[src/mcr_defines.svh]
// constants for the motor controller status and configuration registers
`ifndef MCR_DEFINES_SVH
`define MCR_DEFINES_SVH
// read and write command codes
`define MCR_RD_STATUS 7'h30
`define MCR_RD_LOCK 7'h31
`define MCR_RD_SAVE_A 7'h32
`define MCR_RD_SAVE_B 7'h33
`define MCR_RD_CFG_A 7'h34
`define MCR_RD_CFG_B 7'h35
`define MCR_WR_SPEED 7'h40
`define MCR_WR_LOCK 7'h71
`define MCR_WR_SAVE_A 7'h72
`define MCR_WR_SAVE_B 7'h73
`define MCR_WR_CFG_A 7'h74
`define MCR_WR_CFG_B 7'h75
// framing
`define MCR_ADDR_FLAG 8'h80
`define MCR_LOW7 8'h7F
// status fields
`define MCR_ST_REV 10
`define MCR_ST_FWD 9
`define MCR_ST_REVERSE_PIN_LEVEL 8
`define MCR_ST_FORWARD_PIN_LEVEL 7
`define MCR_ST_BPIN 6
`define MCR_ST_DT 4
`define MCR_ST_OT 2
`define MCR_ST_OV 1
`define MCR_ST_UV 0
// config a fields
`define MCR_CA_REV 10
`define MCR_CA_FWD 9
`define MCR_CA_DM 4
`define MCR_CA_BM 3
`define MCR_CA_SRC_HI 2
`define MCR_CA_SRC_LO 1
`define MCR_CA_UC 0
// writable masks
`define MCR_LOCK_MASK 14'h000F
`define MCR_SAVE_A_MASK 14'h3BFD
`define MCR_SAVE_B_MASK 14'h001F
`define MCR_CFG_A_MASK 14'h061F
`define MCR_CFG_B_MASK 14'h01C6
`define MCR_ZERO14 14'h0000
// timeouts in ms, cycles at 100 MHz
`define MCR_CLK_HZ 100000000
`define MCR_TO1_MS 50
`define MCR_TO2_MS 500
`define MCR_TO3_MS 2800
`define MCR_CYC_PER_MS (`MCR_CLK_HZ / 1000)
`define MCR_TO1_CYC (`MCR_TO1_MS * `MCR_CYC_PER_MS)
`define MCR_TO2_CYC (`MCR_TO2_MS * `MCR_CYC_PER_MS)
`define MCR_TO3_CYC (`MCR_TO3_MS * `MCR_CYC_PER_MS)
`define MCR_FLASH_CYC 1000
`endif

[src/mcr_pkg.sv]
// types for the motor controller register bank
package mcr_pkg;
    typedef enum logic [2:0] {
        MCR_IDLE, MCR_CMD, MCR_D1, MCR_D2, MCR_CHK, MCR_TX1, MCR_TX2, MCR_TX3
    } mcr_state_type;
endpackage

[src/mcr_regs.sv]
// byte-level command decoder and register bank of the motor controller
//
// Overview of operation
// - read 0x30 returns status word
// - status bit10 reverse, bit9 forward, none stop
// - status bit4 drive zero, brake one
// - bit1 supply over max, bit0 under min
// - status bit2 shows over temperature
// - locked item ignores pot, serial only
// - lock bits speed, current, regen, accel
// - lock codes 0x71/0x31, cleared on restart
// - save word a only marks, no flash
// - save word a bit layout as listed
// - saved items reload and become locked
// - save word b marks and starts save
// - during save pwm halts, commands are dropped
// - save word b bit layout as listed
// - config a bit10 reverse, bit9 forward
// - config bit4 drive or brake mode
// - config bit3 free run or auto regen
// - config bits2:1 speed reset timeout
// - config bit0 enables other config bits
// - config b write one clears bit
// - config b bit8 comp, bit7 pin off
// - config b bits2:1 baud, 00 default
// - address bit7, two 7-bit data, sum check
`timescale 1ns/1ps
`include "mcr_defines.svh"
module mcr_regs
    import mcr_pkg::*;
(
    input wire logic ref_clk_i,
    input wire logic reset_n_i,
    input wire logic [6:0] unit_addr_i,
    input wire logic rx_valid_i,
    input wire logic [7:0] rx_byte_i,
    input wire logic reverse_pin_level_i,
    input wire logic forward_pin_level_i,
    input wire logic brake_pin_level_i,
    input wire logic overheat_flag_i,
    input wire logic supply_high_flag_i,
    input wire logic supply_low_flag_i,
    input wire logic braking_now_i,
    input wire logic reverse_active_i,
    input wire logic forward_active_i,
    input wire logic [13:0] saved_mask_a_i,
    input wire logic [13:0] saved_cfg_b_i,
    input wire logic flash_done_i,
    output logic tx_valid_o,
    output logic [7:0] tx_byte_o,
    output logic [13:0] speed_o,
    output logic speed_wr_o,
    output logic [3:0] pot_ignore_o,
    output logic [13:0] save_select_a_o,
    output logic [13:0] save_select_b_o,
    output logic flash_save_o,
    output logic pwm_halt_o,
    output logic reverse_cmd_o,
    output logic forward_cmd_o,
    output logic operating_choice_o,
    output logic brake_style_select_o,
    output logic serial_override_enable_o,
    output logic top_speed_comp_o,
    output logic pin_brake_off_o,
    output logic [1:0] serial_baud_select_o
);
    ////////////////////////////////////////////////////////////////////////
    // registers and frame state
    mcr_state_type state; // frame decoder state
    logic [6:0] cmd; // captured command byte
    logic [6:0] data_hi; // first data byte
    logic [6:0] data_lo; // second data byte
    logic [13:0] drive_status; // live status word
    logic [13:0] pot_lock_mask; // pot lock bits
    logic [13:0] save_select_a; // first save selection
    logic [13:0] save_trigger_b; // second save selection
    logic [13:0] run_config_a; // first config word
    logic [13:0] run_config_b; // second config word
    logic [13:0] rd_word; // word being answered
    logic [31:0] to_cnt; // speed timeout counter
    logic [31:0] to_limit; // selected timeout length
    logic saving; // flash save in progress
    logic [15:0] save_cnt; // save duration counter
    logic [13:0] wr_word; // assembled write data
    logic chk_ok; // check byte matches
    logic is_read; // command is a read
    logic [13:0] rd_mux; // read data select
    logic [6:0] tx_sum; // answer check byte
    logic [13:0] reload_lock; // locks implied by saved items
    logic [13:0] save_lock; // locks set by a save start
    logic chk_due; // check byte owed on the next cycle

    assign wr_word = {data_hi, data_lo}; // high byte first
    assign chk_ok = rx_byte_i[6:0] == 7'(cmd + data_hi + data_lo);
    assign is_read = cmd[6:4] == 3'h3;
    assign tx_sum = 7'(cmd + rd_word[13:7] + rd_word[6:0]);
    // save bits speed 0, current 2, regen 3, accel 4 land on
    // lock bits 3, 2, 1, 0: the two layouts run in opposite order
    assign reload_lock = {10'h000, saved_mask_a_i[0], saved_mask_a_i[2],
                          saved_mask_a_i[3], saved_mask_a_i[4]};
    // items marked for saving lock as soon as the save is started,
    // not only after the next restart reloads them
    assign save_lock = {10'h000, save_select_a[0], save_select_a[2],
                        save_select_a[3], save_select_a[4]};

    ////////////////////////////////////////////////////////////////////////
    // read data select
    always_comb begin
        unique case (cmd)
            `MCR_RD_STATUS: rd_mux = drive_status;
            `MCR_RD_LOCK: rd_mux = pot_lock_mask;
            `MCR_RD_SAVE_A: rd_mux = save_select_a;
            `MCR_RD_SAVE_B: rd_mux = save_trigger_b;
            `MCR_RD_CFG_A: rd_mux = run_config_a;
            `MCR_RD_CFG_B: rd_mux = run_config_b;
            default: rd_mux = `MCR_ZERO14; // unmapped reads answer zero
        endcase
    end

    ////////////////////////////////////////////////////////////////////////
    // live status word, resampled every cycle so reads see present state
    always_ff @(posedge ref_clk_i or negedge reset_n_i) begin
        if (!reset_n_i) begin
            drive_status <= `MCR_ZERO14;
        end else begin
            drive_status <= `MCR_ZERO14;
            drive_status[`MCR_ST_REV] <= reverse_active_i;
            drive_status[`MCR_ST_FWD] <= forward_active_i;
            drive_status[`MCR_ST_REVERSE_PIN_LEVEL] <= reverse_pin_level_i;
            drive_status[`MCR_ST_FORWARD_PIN_LEVEL] <= forward_pin_level_i;
            drive_status[`MCR_ST_BPIN] <= brake_pin_level_i;
            drive_status[`MCR_ST_DT] <= braking_now_i;
            drive_status[`MCR_ST_OT] <= overheat_flag_i;
            drive_status[`MCR_ST_OV] <= supply_high_flag_i;
            drive_status[`MCR_ST_UV] <= supply_low_flag_i;
        end
    end

    ////////////////////////////////////////////////////////////////////////
    // frame decoder: address, command, two data bytes, check byte
    // a byte with bit 7 set mid-frame sends the decoder back to idle but is not
    // taken as an address, so a lost byte can also cost the frame that follows
    always_ff @(posedge ref_clk_i or negedge reset_n_i) begin
        if (!reset_n_i) begin
            state <= MCR_IDLE;
            cmd <= 7'h00;
            data_hi <= 7'h00;
            data_lo <= 7'h00;
            rd_word <= `MCR_ZERO14;
        end else if (saving) begin
            state <= MCR_IDLE;
        end else begin
            unique case (state)
                MCR_IDLE: begin
                    if (rx_valid_i && rx_byte_i ==
                        (`MCR_ADDR_FLAG | {1'b0, unit_addr_i})) begin
                        state <= MCR_CMD;
                    end
                end
                MCR_CMD: begin
                    if (rx_valid_i) begin
                        cmd <= rx_byte_i[6:0];
                        if (rx_byte_i[7]) begin
                            state <= MCR_IDLE; // framing error
                        end else if (rx_byte_i[6:4] == 3'h3) begin
                            rd_word <= `MCR_ZERO14;
                            state <= MCR_TX1; // reads need no data
                        end else begin
                            state <= MCR_D1;
                        end
                    end
                end
                MCR_D1: begin
                    if (rx_valid_i) begin
                        data_hi <= rx_byte_i[6:0];
                        state <= rx_byte_i[7] ? MCR_IDLE : MCR_D2;
                    end
                end
                MCR_D2: begin
                    if (rx_valid_i) begin
                        data_lo <= rx_byte_i[6:0];
                        state <= rx_byte_i[7] ? MCR_IDLE : MCR_CHK;
                    end
                end
                MCR_CHK: begin
                    if (rx_valid_i) begin
                        state <= MCR_IDLE; // write applied below
                    end
                end
                MCR_TX1: begin
                    rd_word <= rd_mux;
                    state <= MCR_TX2;
                end
                MCR_TX2: begin
                    state <= MCR_TX3;
                end
                MCR_TX3: begin
                    state <= MCR_IDLE;
                end
            endcase
        end
    end

    ////////////////////////////////////////////////////////////////////////
    // answer bytes: high data, low data, check
    always_ff @(posedge ref_clk_i or negedge reset_n_i) begin
        if (!reset_n_i) begin
            tx_valid_o <= 1'b0;
            tx_byte_o <= 8'h00;
            chk_due <= 1'b0;
        end else begin
            tx_valid_o <= 1'b0;
            // a flag, not a byte compare, so the check byte goes out
            // exactly once even when it happens to equal the low byte
            chk_due <= !saving && state == MCR_TX3;
            if (!saving && state == MCR_TX2) begin
                tx_valid_o <= 1'b1;
                tx_byte_o <= {1'b0, rd_word[13:7]};
            end else if (!saving && state == MCR_TX3) begin
                tx_valid_o <= 1'b1;
                tx_byte_o <= {1'b0, rd_word[6:0]};
            end else if (chk_due) begin
                tx_valid_o <= 1'b1;
                tx_byte_o <= {1'b0, tx_sum} & `MCR_LOW7;
            end
        end
    end

    ////////////////////////////////////////////////////////////////////////
    // writable registers, applied on a frame with a good check byte
    logic wr_go; // accepted write strobe
    assign wr_go = !saving && state == MCR_CHK && rx_valid_i &&
                   !rx_byte_i[7] && chk_ok && !is_read;

    // lock mask, empty after restart unless saved items relock
    logic reload_done; // reload applied once after release
    always_ff @(posedge ref_clk_i or negedge reset_n_i) begin
        if (!reset_n_i) begin
            pot_lock_mask <= `MCR_ZERO14;
            reload_done <= 1'b0;
        end else if (!reload_done) begin
            pot_lock_mask <= reload_lock;
            reload_done <= 1'b1;
        end else if (wr_go && cmd == `MCR_WR_LOCK) begin
            pot_lock_mask <= wr_word & `MCR_LOCK_MASK;
        end else if (wr_go && cmd == `MCR_WR_SAVE_B) begin
            pot_lock_mask <= pot_lock_mask | save_lock;
        end
    end

    // save selections; word a never starts a flash write
    always_ff @(posedge ref_clk_i or negedge reset_n_i) begin
        if (!reset_n_i) begin
            save_select_a <= `MCR_ZERO14;
            save_trigger_b <= `MCR_ZERO14;
        end else if (wr_go && cmd == `MCR_WR_SAVE_A) begin
            save_select_a <= wr_word & `MCR_SAVE_A_MASK;
        end else if (wr_go && cmd == `MCR_WR_SAVE_B) begin
            save_trigger_b <= wr_word & `MCR_SAVE_B_MASK;
        end
    end

    // flash save: pwm stops and commands are not taken until done
    // the controller cannot police wear; hosts must pace triggers
    always_ff @(posedge ref_clk_i or negedge reset_n_i) begin
        if (!reset_n_i) begin
            saving <= 1'b0;
            save_cnt <= 16'h0000;
            flash_save_o <= 1'b0;
        end else begin
            flash_save_o <= 1'b0;
            if (wr_go && cmd == `MCR_WR_SAVE_B) begin
                saving <= 1'b1;
                flash_save_o <= 1'b1;
                save_cnt <= 16'h0000;
            end else if (saving) begin
                save_cnt <= save_cnt + 16'h0001;
                if (flash_done_i ||
                    save_cnt == 16'(`MCR_FLASH_CYC)) begin
                    saving <= 1'b0;
                end
            end
        end
    end

    // config word a, all fields cleared on restart
    always_ff @(posedge ref_clk_i or negedge reset_n_i) begin
        if (!reset_n_i) begin
            run_config_a <= `MCR_ZERO14;
        end else if (wr_go && cmd == `MCR_WR_CFG_A) begin
            run_config_a <= wr_word & `MCR_CFG_A_MASK;
        end
    end

    // config word b: reload once, then writing ones clears bits
    always_ff @(posedge ref_clk_i or negedge reset_n_i) begin
        if (!reset_n_i) begin
            run_config_b <= `MCR_ZERO14;
        end else if (!reload_done) begin
            run_config_b <= saved_cfg_b_i & `MCR_CFG_B_MASK;
        end else if (wr_go && cmd == `MCR_WR_CFG_B) begin
            run_config_b <= run_config_b & ~wr_word;
        end
    end

    ////////////////////////////////////////////////////////////////////////
    // speed register with timeout; timer restarts on each speed write
    always_comb begin
        unique case (run_config_a[`MCR_CA_SRC_HI:`MCR_CA_SRC_LO])
            2'b01: to_limit = `MCR_TO1_CYC;
            2'b10: to_limit = `MCR_TO2_CYC;
            2'b11: to_limit = `MCR_TO3_CYC;
            2'b00: to_limit = 32'h00000000; // never times out
        endcase
    end

    always_ff @(posedge ref_clk_i or negedge reset_n_i) begin
        if (!reset_n_i) begin
            speed_o <= `MCR_ZERO14;
            speed_wr_o <= 1'b0;
            to_cnt <= 32'h00000000;
        end else begin
            speed_wr_o <= 1'b0;
            if (wr_go && cmd == `MCR_WR_SPEED) begin
                speed_o <= wr_word;
                speed_wr_o <= 1'b1;
                to_cnt <= 32'h00000000;
            end else if (run_config_a[`MCR_CA_UC] &&
                         to_limit != 32'h00000000) begin
                if (to_cnt >= to_limit - 32'h00000001) begin
                    speed_o <= `MCR_ZERO14;
                end else begin
                    to_cnt <= to_cnt + 32'h00000001;
                end
            end
        end
    end

    ////////////////////////////////////////////////////////////////////////
    // control outputs, gated by serial override where it applies
    always_ff @(posedge ref_clk_i or negedge reset_n_i) begin
        if (!reset_n_i) begin
            pot_ignore_o <= 4'h0;
            save_select_a_o <= `MCR_ZERO14;
            save_select_b_o <= `MCR_ZERO14;
            pwm_halt_o <= 1'b0;
            reverse_cmd_o <= 1'b0;
            forward_cmd_o <= 1'b0;
            operating_choice_o <= 1'b0;
            brake_style_select_o <= 1'b0;
            serial_override_enable_o <= 1'b0;
            top_speed_comp_o <= 1'b0;
            pin_brake_off_o <= 1'b0;
            serial_baud_select_o <= 2'b00;
        end else begin
            pot_ignore_o <= pot_lock_mask[3:0];
            save_select_a_o <= save_select_a;
            save_select_b_o <= save_trigger_b;
            pwm_halt_o <= saving;
            serial_override_enable_o <= run_config_a[`MCR_CA_UC];
            reverse_cmd_o <= run_config_a[`MCR_CA_UC] &
                             run_config_a[`MCR_CA_REV];
            forward_cmd_o <= run_config_a[`MCR_CA_UC] &
                             run_config_a[`MCR_CA_FWD];
            operating_choice_o <= run_config_a[`MCR_CA_UC] &
                                  run_config_a[`MCR_CA_DM];
            brake_style_select_o <= run_config_a[`MCR_CA_UC] &
                                    run_config_a[`MCR_CA_BM];
            top_speed_comp_o <= run_config_b[8];
            pin_brake_off_o <= run_config_b[7];
            serial_baud_select_o <= run_config_b[2:1];
        end
    end
endmodule

[config.mk]
export PLATFORM = sky130hd
export DESIGN_NAME = mcr_regs
export DESIGN_NICKNAME = d
export VERILOG_FILES = /design/src/mcr_pkg.sv /design/src/mcr_regs.sv
export VERILOG_INCLUDE_DIRS = /design/src
export SDC_FILE = /design/constraint.sdc
export NUM_CORES = 1
export LEC_CHECK = 0
export BUFFER_PORTS_ARGS = -buffer_cell sky130_fd_sc_hd__buf_4
export CORE_UTILIZATION = 50
export CTS_CLUSTER_SIZE = 10
export DETAILED_ROUTE_END_ITERATION = 12
export HOLD_SLACK_MARGIN = 0.15
export PLACE_DENSITY = 0.72
export SLEW_MARGIN = 10
export SYNTH_ARGS = -nofsm -noshare
export SYNTH_HDL_FRONTEND = slang
export SYNTH_SLANG_ARGS = --single-unit
[constraint.sdc]
create_clock -name ref_clk_i -period 4.5 [get_ports ref_clk_i]
set_input_delay 0.225 -clock ref_clk_i [delete_from_list [all_inputs] [get_ports ref_clk_i]]
set_output_delay 0.225 -clock ref_clk_i [all_outputs]
set_load 0.05 [all_outputs]
---- Word-level counts from Yosys, hierarchy flattened ----
Cells that the tools add are included.
word-level totals
  register bits ........................... 206
  bits of input ports ..................... 56
  output and inout port bits .............. 67
  logic and storage cells ................. 164
operators by class
  add/sub/neg operators ................... 7
  magnitude comparators ................... 1
  equality and inequality tests ........... 38
  multiplexer cells ....................... 41
  bitwise operators ....................... 9
  reduce and logical (&&, ||, !) cells .... 35
operators with widths
  operator                                                                 number
  14-bit two-way mux                                                       11
  32-bit one-hot mux with 4 select lines                                   1
  32-bit two-way mux                                                       3
  14-bit one-hot mux with 6 select lines                                   1
  7-bit by 6-bit equality test with 1-bit output, second input constant    6
  7-bit equality test, second input constant                               6
  32-bit by 1-bit adder with 32-bit output, second input constant          1
  32-bit >= comparator                                                     1
  16-bit two-way mux                                                       2
  32-bit nonzero test                                                      1
  32-bit by 1-bit subtractor with 32-bit output, second input constant     1
  7-bit adder                                                              4
  14-bit one-hot mux with 2 select lines                                   1
  3-bit two-way mux                                                        9
  8-bit two-way mux                                                        3
  3-bit one-hot mux with 8 select lines                                    1
  16-bit by 1-bit adder with 16-bit output, second input constant          1
  16-bit by 10-bit equality test with 1-bit output, second input constant  1
  1-bit logical AND                                                        15
  3-bit != test, second input constant                                     5
  14-bit bitwise AND                                                       1
  14-bit NOT                                                               1
  14-bit by 4-bit OR with 14-bit output                                    1
  3-bit by 2-bit equality test with 1-bit output, second input constant    4
  22 further kinds                                                         50

---- Longest topological paths before layout ----
Gate-level depths: netlist of the first run.
  depth after elaboration ................. 10
  mapped depth ............................ 14
  depth with buffers taken out ............ 12

---- Worst setup path after synthesis of the first run ----
OpenSTA, ideal clock, no wires.
  path kind ............................... reg-to-reg
  start ................................... reg cmd[1]
  end ..................................... reg save_select_a[11]
  setup time .............................. 125 ps
  data arrival time ....................... 3,463 ps
  data required time ...................... 4,375 ps
  slack ................................... 912 ps
  stages on the path, launching flop included .. 12
  buffers on the path ..................... 2
  period minus slack after synthesis ...... 3,588 ps
  cell sequence ........................... dfrtp_1 fa_1 ha_1 fa_1 xnor2_1 nand3_1 nor4b_2 o2111ai_4 or4_1 buf_2 buf_6 mux2_4
between the ends
  word-level cells in the longest chain between the ends .. 6
  elaborated cells on any way between the ends .. 7
  classes of those cells .................. add/sub (2); eq/ne (2); reduce/logical (3)
ends and longest elaborated chain
  item                                  RTL line         RTL
  start: declaration                    mcr_regs.sv:70   logic [6:0] cmd;
  start signal: assignment              mcr_regs.sv:162  cmd <= rx_byte_i[6:0];
  7-bit adder (2 in series)             mcr_regs.sv:94   assign chk_ok = rx_byte_i[6:0] == 7'(cmd + data_hi + data_lo);
  7-bit equality test                   mcr_regs.sv:94
  1-bit logical AND (2 in series)       mcr_regs.sv:233  !rx_byte_i[7] && chk_ok && !is_read;
  1-bit logical AND (no source line) *  -
  end signal: assignment                mcr_regs.sv:254  save_select_a <= `MCR_ZERO14;
  end signal: assignment                mcr_regs.sv:257  save_select_a <= wr_word & `MCR_SAVE_A_MASK;
  end: declaration                      mcr_regs.sv:75   logic [13:0] save_select_a;
Every way passes the cells marked *; elsewhere a longest branch is shown, timed or not.
A chain may end at the register's enable or synchronous reset.

---- Worst setup path in the final report of the first run ----
  start ................................... reg cmd[0]
  end ..................................... reg save_select_a[6]
The elaborated chain is that of the path after synthesis.

==> results of run 1 <==
synth_stat cells (4+ instances only):
| cell | number |
|---|---|
| mux2_4 | 6 |
| nor4_1 | 5 |
| nor2_1 | 73 |
| a222oi_1 | 7 |
| ha_1 | 45 |
| clkbuf_1 | 23 |
| a21o_1 | 9 |
| a22oi_1 | 8 |
| mux2_2 | 41 |
| xor2_1 | 29 |
| nand2_1 | 101 |
| and3_1 | 12 |
| o21ai_0 | 50 |
| or2_2 | 5 |
| and2_1 | 6 |
| nand3_1 | 18 |
| nand2b_1 | 4 |
| mux2i_1 | 15 |
| dfrtp_1 | 195 |
| xnor2_1 | 36 |
| fa_1 | 14 |
| buf_4 | 12 |
| or3_1 | 6 |
| nor2b_1 | 7 |
| or4_1 | 6 |
| nor3_1 | 15 |
| inv_1 | 28 |
| nand4_1 | 25 |
| a21boi_0 | 5 |
| buf_2 | 5 |
| a21oi_1 | 52 |
| a211oi_1 | 7 |
sequential cells by signal (all words and copies together), names as in the netlist, 4 cells and up:
register and cells:
drive_status 9, tx_byte_o 7, save_select_a 12, speed_o 14, save_select_a_o 12, data_lo 7, pot_ignore_o 4, save_select_b_o 5
rd_word 14, run_config_b 14, to_cnt 32, pot_lock_mask 4, save_trigger_b 5, data_hi 7, save_cnt 16, cmd 7
run_config_a 7
per-layer routing:
layer	wire length (um)	global-route usage (%)	up-vias
met4	680	10.5	0
li1	-	-	3417
met2	10400	36.5	219
met3	1270	4.61	45
met1	10800	35.4	3552
met5	0	0	-
timing repair:
action                                  in CTS  in global routing
endpoints found under the setup margin       0                  0
hold buffers                                27                  0
hold endpoints to repair                   169                  0
resized for setup                            0                  0
worst min-delay path by stage:
stage	from	endpoint	slack [ns]	cells past startpoint
floorplan	reset_n_i	brake_style_select_o	-0.07	0
global placement	braking_now_i	drive_status[4]	0.34	1
detailed placement	overheat_flag_i	drive_status[2]	0.34	1
CTS	rx_byte_i[7]	state[1]	0.18	4
global route	flash_done_i	saving	0.19	3
finish	rx_byte_i[7]	state[1]	0.19	4
layout make-up:
cell class,instances,area (um2),area share [%]
Sequential cell,195,4880,42.1
Clock inverter,13,98.8,0.853
Clock buffer,19,443,3.82
Inverter,28,105,0.907
Timing Repair Buffer,132,1090,9.40
Tap cell,260,325,2.81
Multi-Input combinational cell,660,4650,40.1
report_power, final:
part | internal (mW) | switching (mW)
sequential | 1.95 | 0.355
combinational | 0.899 | 1.04
clock | 0.729 | 0.700
cell families (layout without fill, tap and decap cells):
group,after synthesis,count (layout)
flops,195,195
compound gates,159,159
other cells,2,14
mux,62,62
xor+xnor,66,66
simple gates,300,300
buf+inv,71,192
fa+ha+maj,59,59
critical path: stages, from the launching register on:
cell and delay, ns:
dfrtp_1 0.40, inv_1 0.20, fa_1 0.45, inv_1 0.06, ha_1 0.18, fa_1 0.43
xnor2_1 0.16, nand3_1 0.11, nor4b_2 0.37, o2111ai_4 0.26, or4_1 0.92, mux2_4 0.42
==> reports/metrics.yaml, run 1 <==
path_clk_slew_ns: 0.07
power.density_nw_per_um2: 489
synthMuxAreaShare_pct: 7.17
cts_setup_buffers: 0
drv_slew: 0
final_cell_mix: "195 x dfrtp_1, 102 x buf_4, 101 x nand2_1"
fin_hold_ws_ns: 0.193
cap_violations: 0
place.detailed.hpwl_um: 15800
synth-compound-area-share_pct: 10.0
start_util_pct: 51.7
final_area_um2: 11600
fp.coreArea_um2: 19000
syn-cell-area_um2: 9790
rr_worst_depth: 11
synth_fa_ha_area_share_pct: 8.61
synth_largest_area_cell: "dfrtp_1"
avgSynthCellArea_um2: 10.7
ys_seq_elements: 195
grt-ovfl-total: 0
vdd_drop_max_mv: 0.364
routed_via_density: 5.53
cts_tree: "yes"
htree_levels: 4
crit_type: "register to register"
r2r-end: "save_select_a[6]"
synth_warnings: 0
postSynthCellCount: 914
leakagePower_nw: 5.28
final.fill_count: 1560
endpoint: "save_select_a[6]"
fin_util_pct: 61.1
end_kind: "register"
final-setup-viol-count: 0
ys_async_sr_fraction_pct: 100
die_w_um: 142
drt_iter0_drc: 572
grt_max_degree: 131
port-buffer-count: 91
period_minus_slack_ns: 4.08
io_pins: 123
r2r_slack_ns: 0.42
grt_pass1_wl_um: 37800
worstSetupStartpoint: "cmd[0]"
pre_cts_ws_ns: 0.459
wirelength_um: 23200
layout_commonest_cell: "dfrtp_1"
grt_usage_pct: 24.6
max_slew.worst_pin.slew_ns: 1.05
skew_ns: 0.00800
netlist.area_leader.share_pct: 49.8
cts_buffer_depth: 2
yosys.area_share.xor_xnor_pct: 6.04
synthTopCellsByArea: "dfrtp_1 50%, ha_1 5.8%, mux2_2 4.7%"
maxSlewHeadroom_pct: 30.3
final_nets: 1149
finalCritPeriodShare_pct: 90.6
cts-buffers-inserted: 17
place_congestion: 0.867
r2r_start: "cmd[0]"
synth_top_family_by_area: "simple AND/OR/NAND/NOR gates"
drive_gt1_share_pct: 18.6
clk_latency_ns: 0.44
rows: 50
via_count: 7233
status: "completed"
synth_seq_area_share_pct: 49.8
fin_ws_ns: 0.423
final_antenna_net_count: 0
hold_path_class: "input port to register"
cts_sinks: 195
synthFlopType: "dfrtp_1"
dieArea_um2: 20100
start_kind: "register"
dpl_cell_area_um2: 10800
max_clock_freq_mhz: 245
grt_pass1_vias: 7209
insertedDiodeCount: 0
cp.arrival_ns: 4.40
fin_tns_setup_ns: 0
synth-simple-area-share_pct: 14.9
dr.pass1.iters: 5
fp.dieH_um: 142
hold_viol_final: 0
synth_edf_count: 0
power.total_mw: 5.67
grt_antenna_before_repair: 0
path_max_fanout: 14
post_drt_wl_per_cell_um: 17.7
route.detailed.drc: 0
placed_cells: 1248
rsz0062_at_grt: "false"
final-instance-count-excl-fill: 1307
synth_cell_types: 59
clock-root-buffer: "clkbuf_16"
synthToLayoutAreaGrowth_pct: 18.4
crit_required_ns: 4.82
(Power assumes the default switching activity.)
==> inputs of run 2 (changes only) <==
Settings changed: CTS_BUF_LIST from default to sky130_fd_sc_hd__clkbuf_4.
==> reports/metrics.yaml, run 2 (synthesis gave the netlist of run 1 again) <==
clock-root-buffer: "clkbuf_4"
die_w_um: 142
fp.dieH_um: 142
maxSlewHeadroom_pct: 27.0
max_slew.worst_pin.slew_ns: 1.09
grt_usage_pct: 23.9
dpl_cell_area_um2: 10800
final-setup-viol-count: 0
cts-buffers-inserted: 17
top_regs: "to_cnt x32, save_cnt x16"
r2r_start: "cmd[0]"
grt_pass1_wl_um: 37100
final_nets: 1151
cp_top_family: "simple AND/OR/NAND/NOR gates"
drv_slew: 0
crit_slowest_cell: "or4_1"
crit_chain: "inv_1 > fa_1 > inv_1 > ha_1 > fa_1 > xnor2_1 > nand3_1 > nor4b_2 > o2111ai_4 > or4_1 > mux2_4"
dr.pass1.iters: 5
cts_buffer_depth: 2
route.detailed.drc: 0
status: "completed"
fin_ws_ns: 0.415
start_kind: "register"
use_met1_pct: 35.5
cts_resized: 0
cap_violations: 0
port-buffer-count: 91
layout_commonest_cell: "dfrtp_1"
htree_levels: 4
cp.arrival_ns: 4.56
hold_path_class: "input port to asynchronous set/reset pin"
rr_worst_depth: 11
synthToLayoutAreaGrowth_pct: 15.5
clk_latency_ns: 0.58
post_drt_wl_per_cell_um: 17.2
pre_cts_ws_ns: 0.459
r2r_slack_ns: 0.41
leakagePower_nw: 5.15
path_max_fanout: 14
final_cell_mix: "195 x dfrtp_1, 102 x buf_4, 101 x nand2_1"
place_congestion: 0.867
use_met3_pct: 5.05
cts_sinks: 195
placed_cells: 1248
final_antenna_net_count: 0
vdd_drop_max_mv: 0.301
dieArea_um2: 20100
skew_ns: 0.0183
drt_iter0_drc: 504
drive_gt1_share_pct: 18.6
hold_viol_final: 0
regMostFlops: "to_cnt"
fin_tns_setup_ns: 0
io_pins: 123
slowest_delay_ns: 0.93
start_util_pct: 51.7
use_met2_pct: 35.6
path_clk_slew_ns: 0.16
via_count: 7183
wirelength_um: 22600
routed_via_density: 5.48
grt_antenna_before_repair: 1
power.density_nw_per_um2: 448
gr-max-usage-layer: "met2"
place.detailed.hpwl_um: 15800
fp.coreArea_um2: 19000
worst-path-buf-inv: 2
final.fill_count: 1592
rsz0062_at_grt: "false"
final-instance-count-excl-fill: 1311
grt_pass1_vias: 7041
cp.depth: 11
crit_type: "register to register"
end_kind: "register"
grt_max_degree: 131
finalCritPeriodShare_pct: 90.8
r2r-end: "save_select_a[6]"
grt-ovfl-total: 0
max_clock_freq_mhz: 245
cts_tree: "yes"
final_area_um2: 11300
rows: 50
period_minus_slack_ns: 4.09
largest_reg_flops: 32
crit_required_ns: 4.97
==> run 2: cell count changes in the layout (fill, tap and decap cells not counted) <==
cell / previous run / this run
clkbuf_1: 1 / 0
clkbuf_16: 17 / 0
clkbuf_4: 0 / 18
clkbuf_8: 2 / 1
clkinv_1: 0 / 1
diode_2: 0 / 2
dlygate4sd3_1: 27 / 29
==> run 2: layer usage <==
metal	up-vias	share of wire (%)
li1	3425	-
met1	3530	47
met2	201	45
met3	27	6.0
met4	0	1.8
met5	-	0
==> run 2: area by class of cell <==
class,count,area [um2],share of cell area [%]
sequential,195,4880,43.1
multi-input combinational,660,4650,41.1
timing repair buffer,134,1110,9.81
tap,260,325,2.88
clock buffer,18,135,1.19
inverter,28,105,0.929
clock inverter,14,103,0.907
antenna,2,5.00,0.0442
==> run 2: worst max path at each step <==
stage	from	end	slack [ns]
detailed placement	cmd[0]	save_select_a[6]	0.46
CTS	cmd[0]	save_select_a[6]	0.44
global placement	cmd[0]	save_select_a[9]	0.48
global route	cmd[0]	save_select_a[3]	0.22
floorplan	cmd[1]	save_select_a[11]	0.91
finish	cmd[0]	save_select_a[6]	0.41
==> run 2: what timing repair did <==
action	CTS	global route
endpoints found under the hold margin	172	0
setup buffers	0	0
hold buffers	29	0
==> run 2: power by group <==
group / internal, mW / total, mW / switching, mW / leakage [nW]
Combinational: 0.895 / 1.92 / 1.02 / 2.59
Clock: 0.230 / 0.847 / 0.617 / 0.121
Sequential: 1.95 / 2.30 / 0.353 / 2.44
Total: 3.07 / 5.07 / 1.99 / 5.15
==> run 2: through the flow <==
stage / utilization, % / hold WS (ns) / power, mW
final: 59.7 / 0.288 / 5.07
after global routing: 59.7 / 0.226 / 5.44
after CTS: 59.7 / 0.241 / 5.10
after detailed placement: 56.9 / 0.336 / 4.24
after global placement: 56.9 / 0.336 / 4.19
after floorplan: - / -0.0706 / 3.74
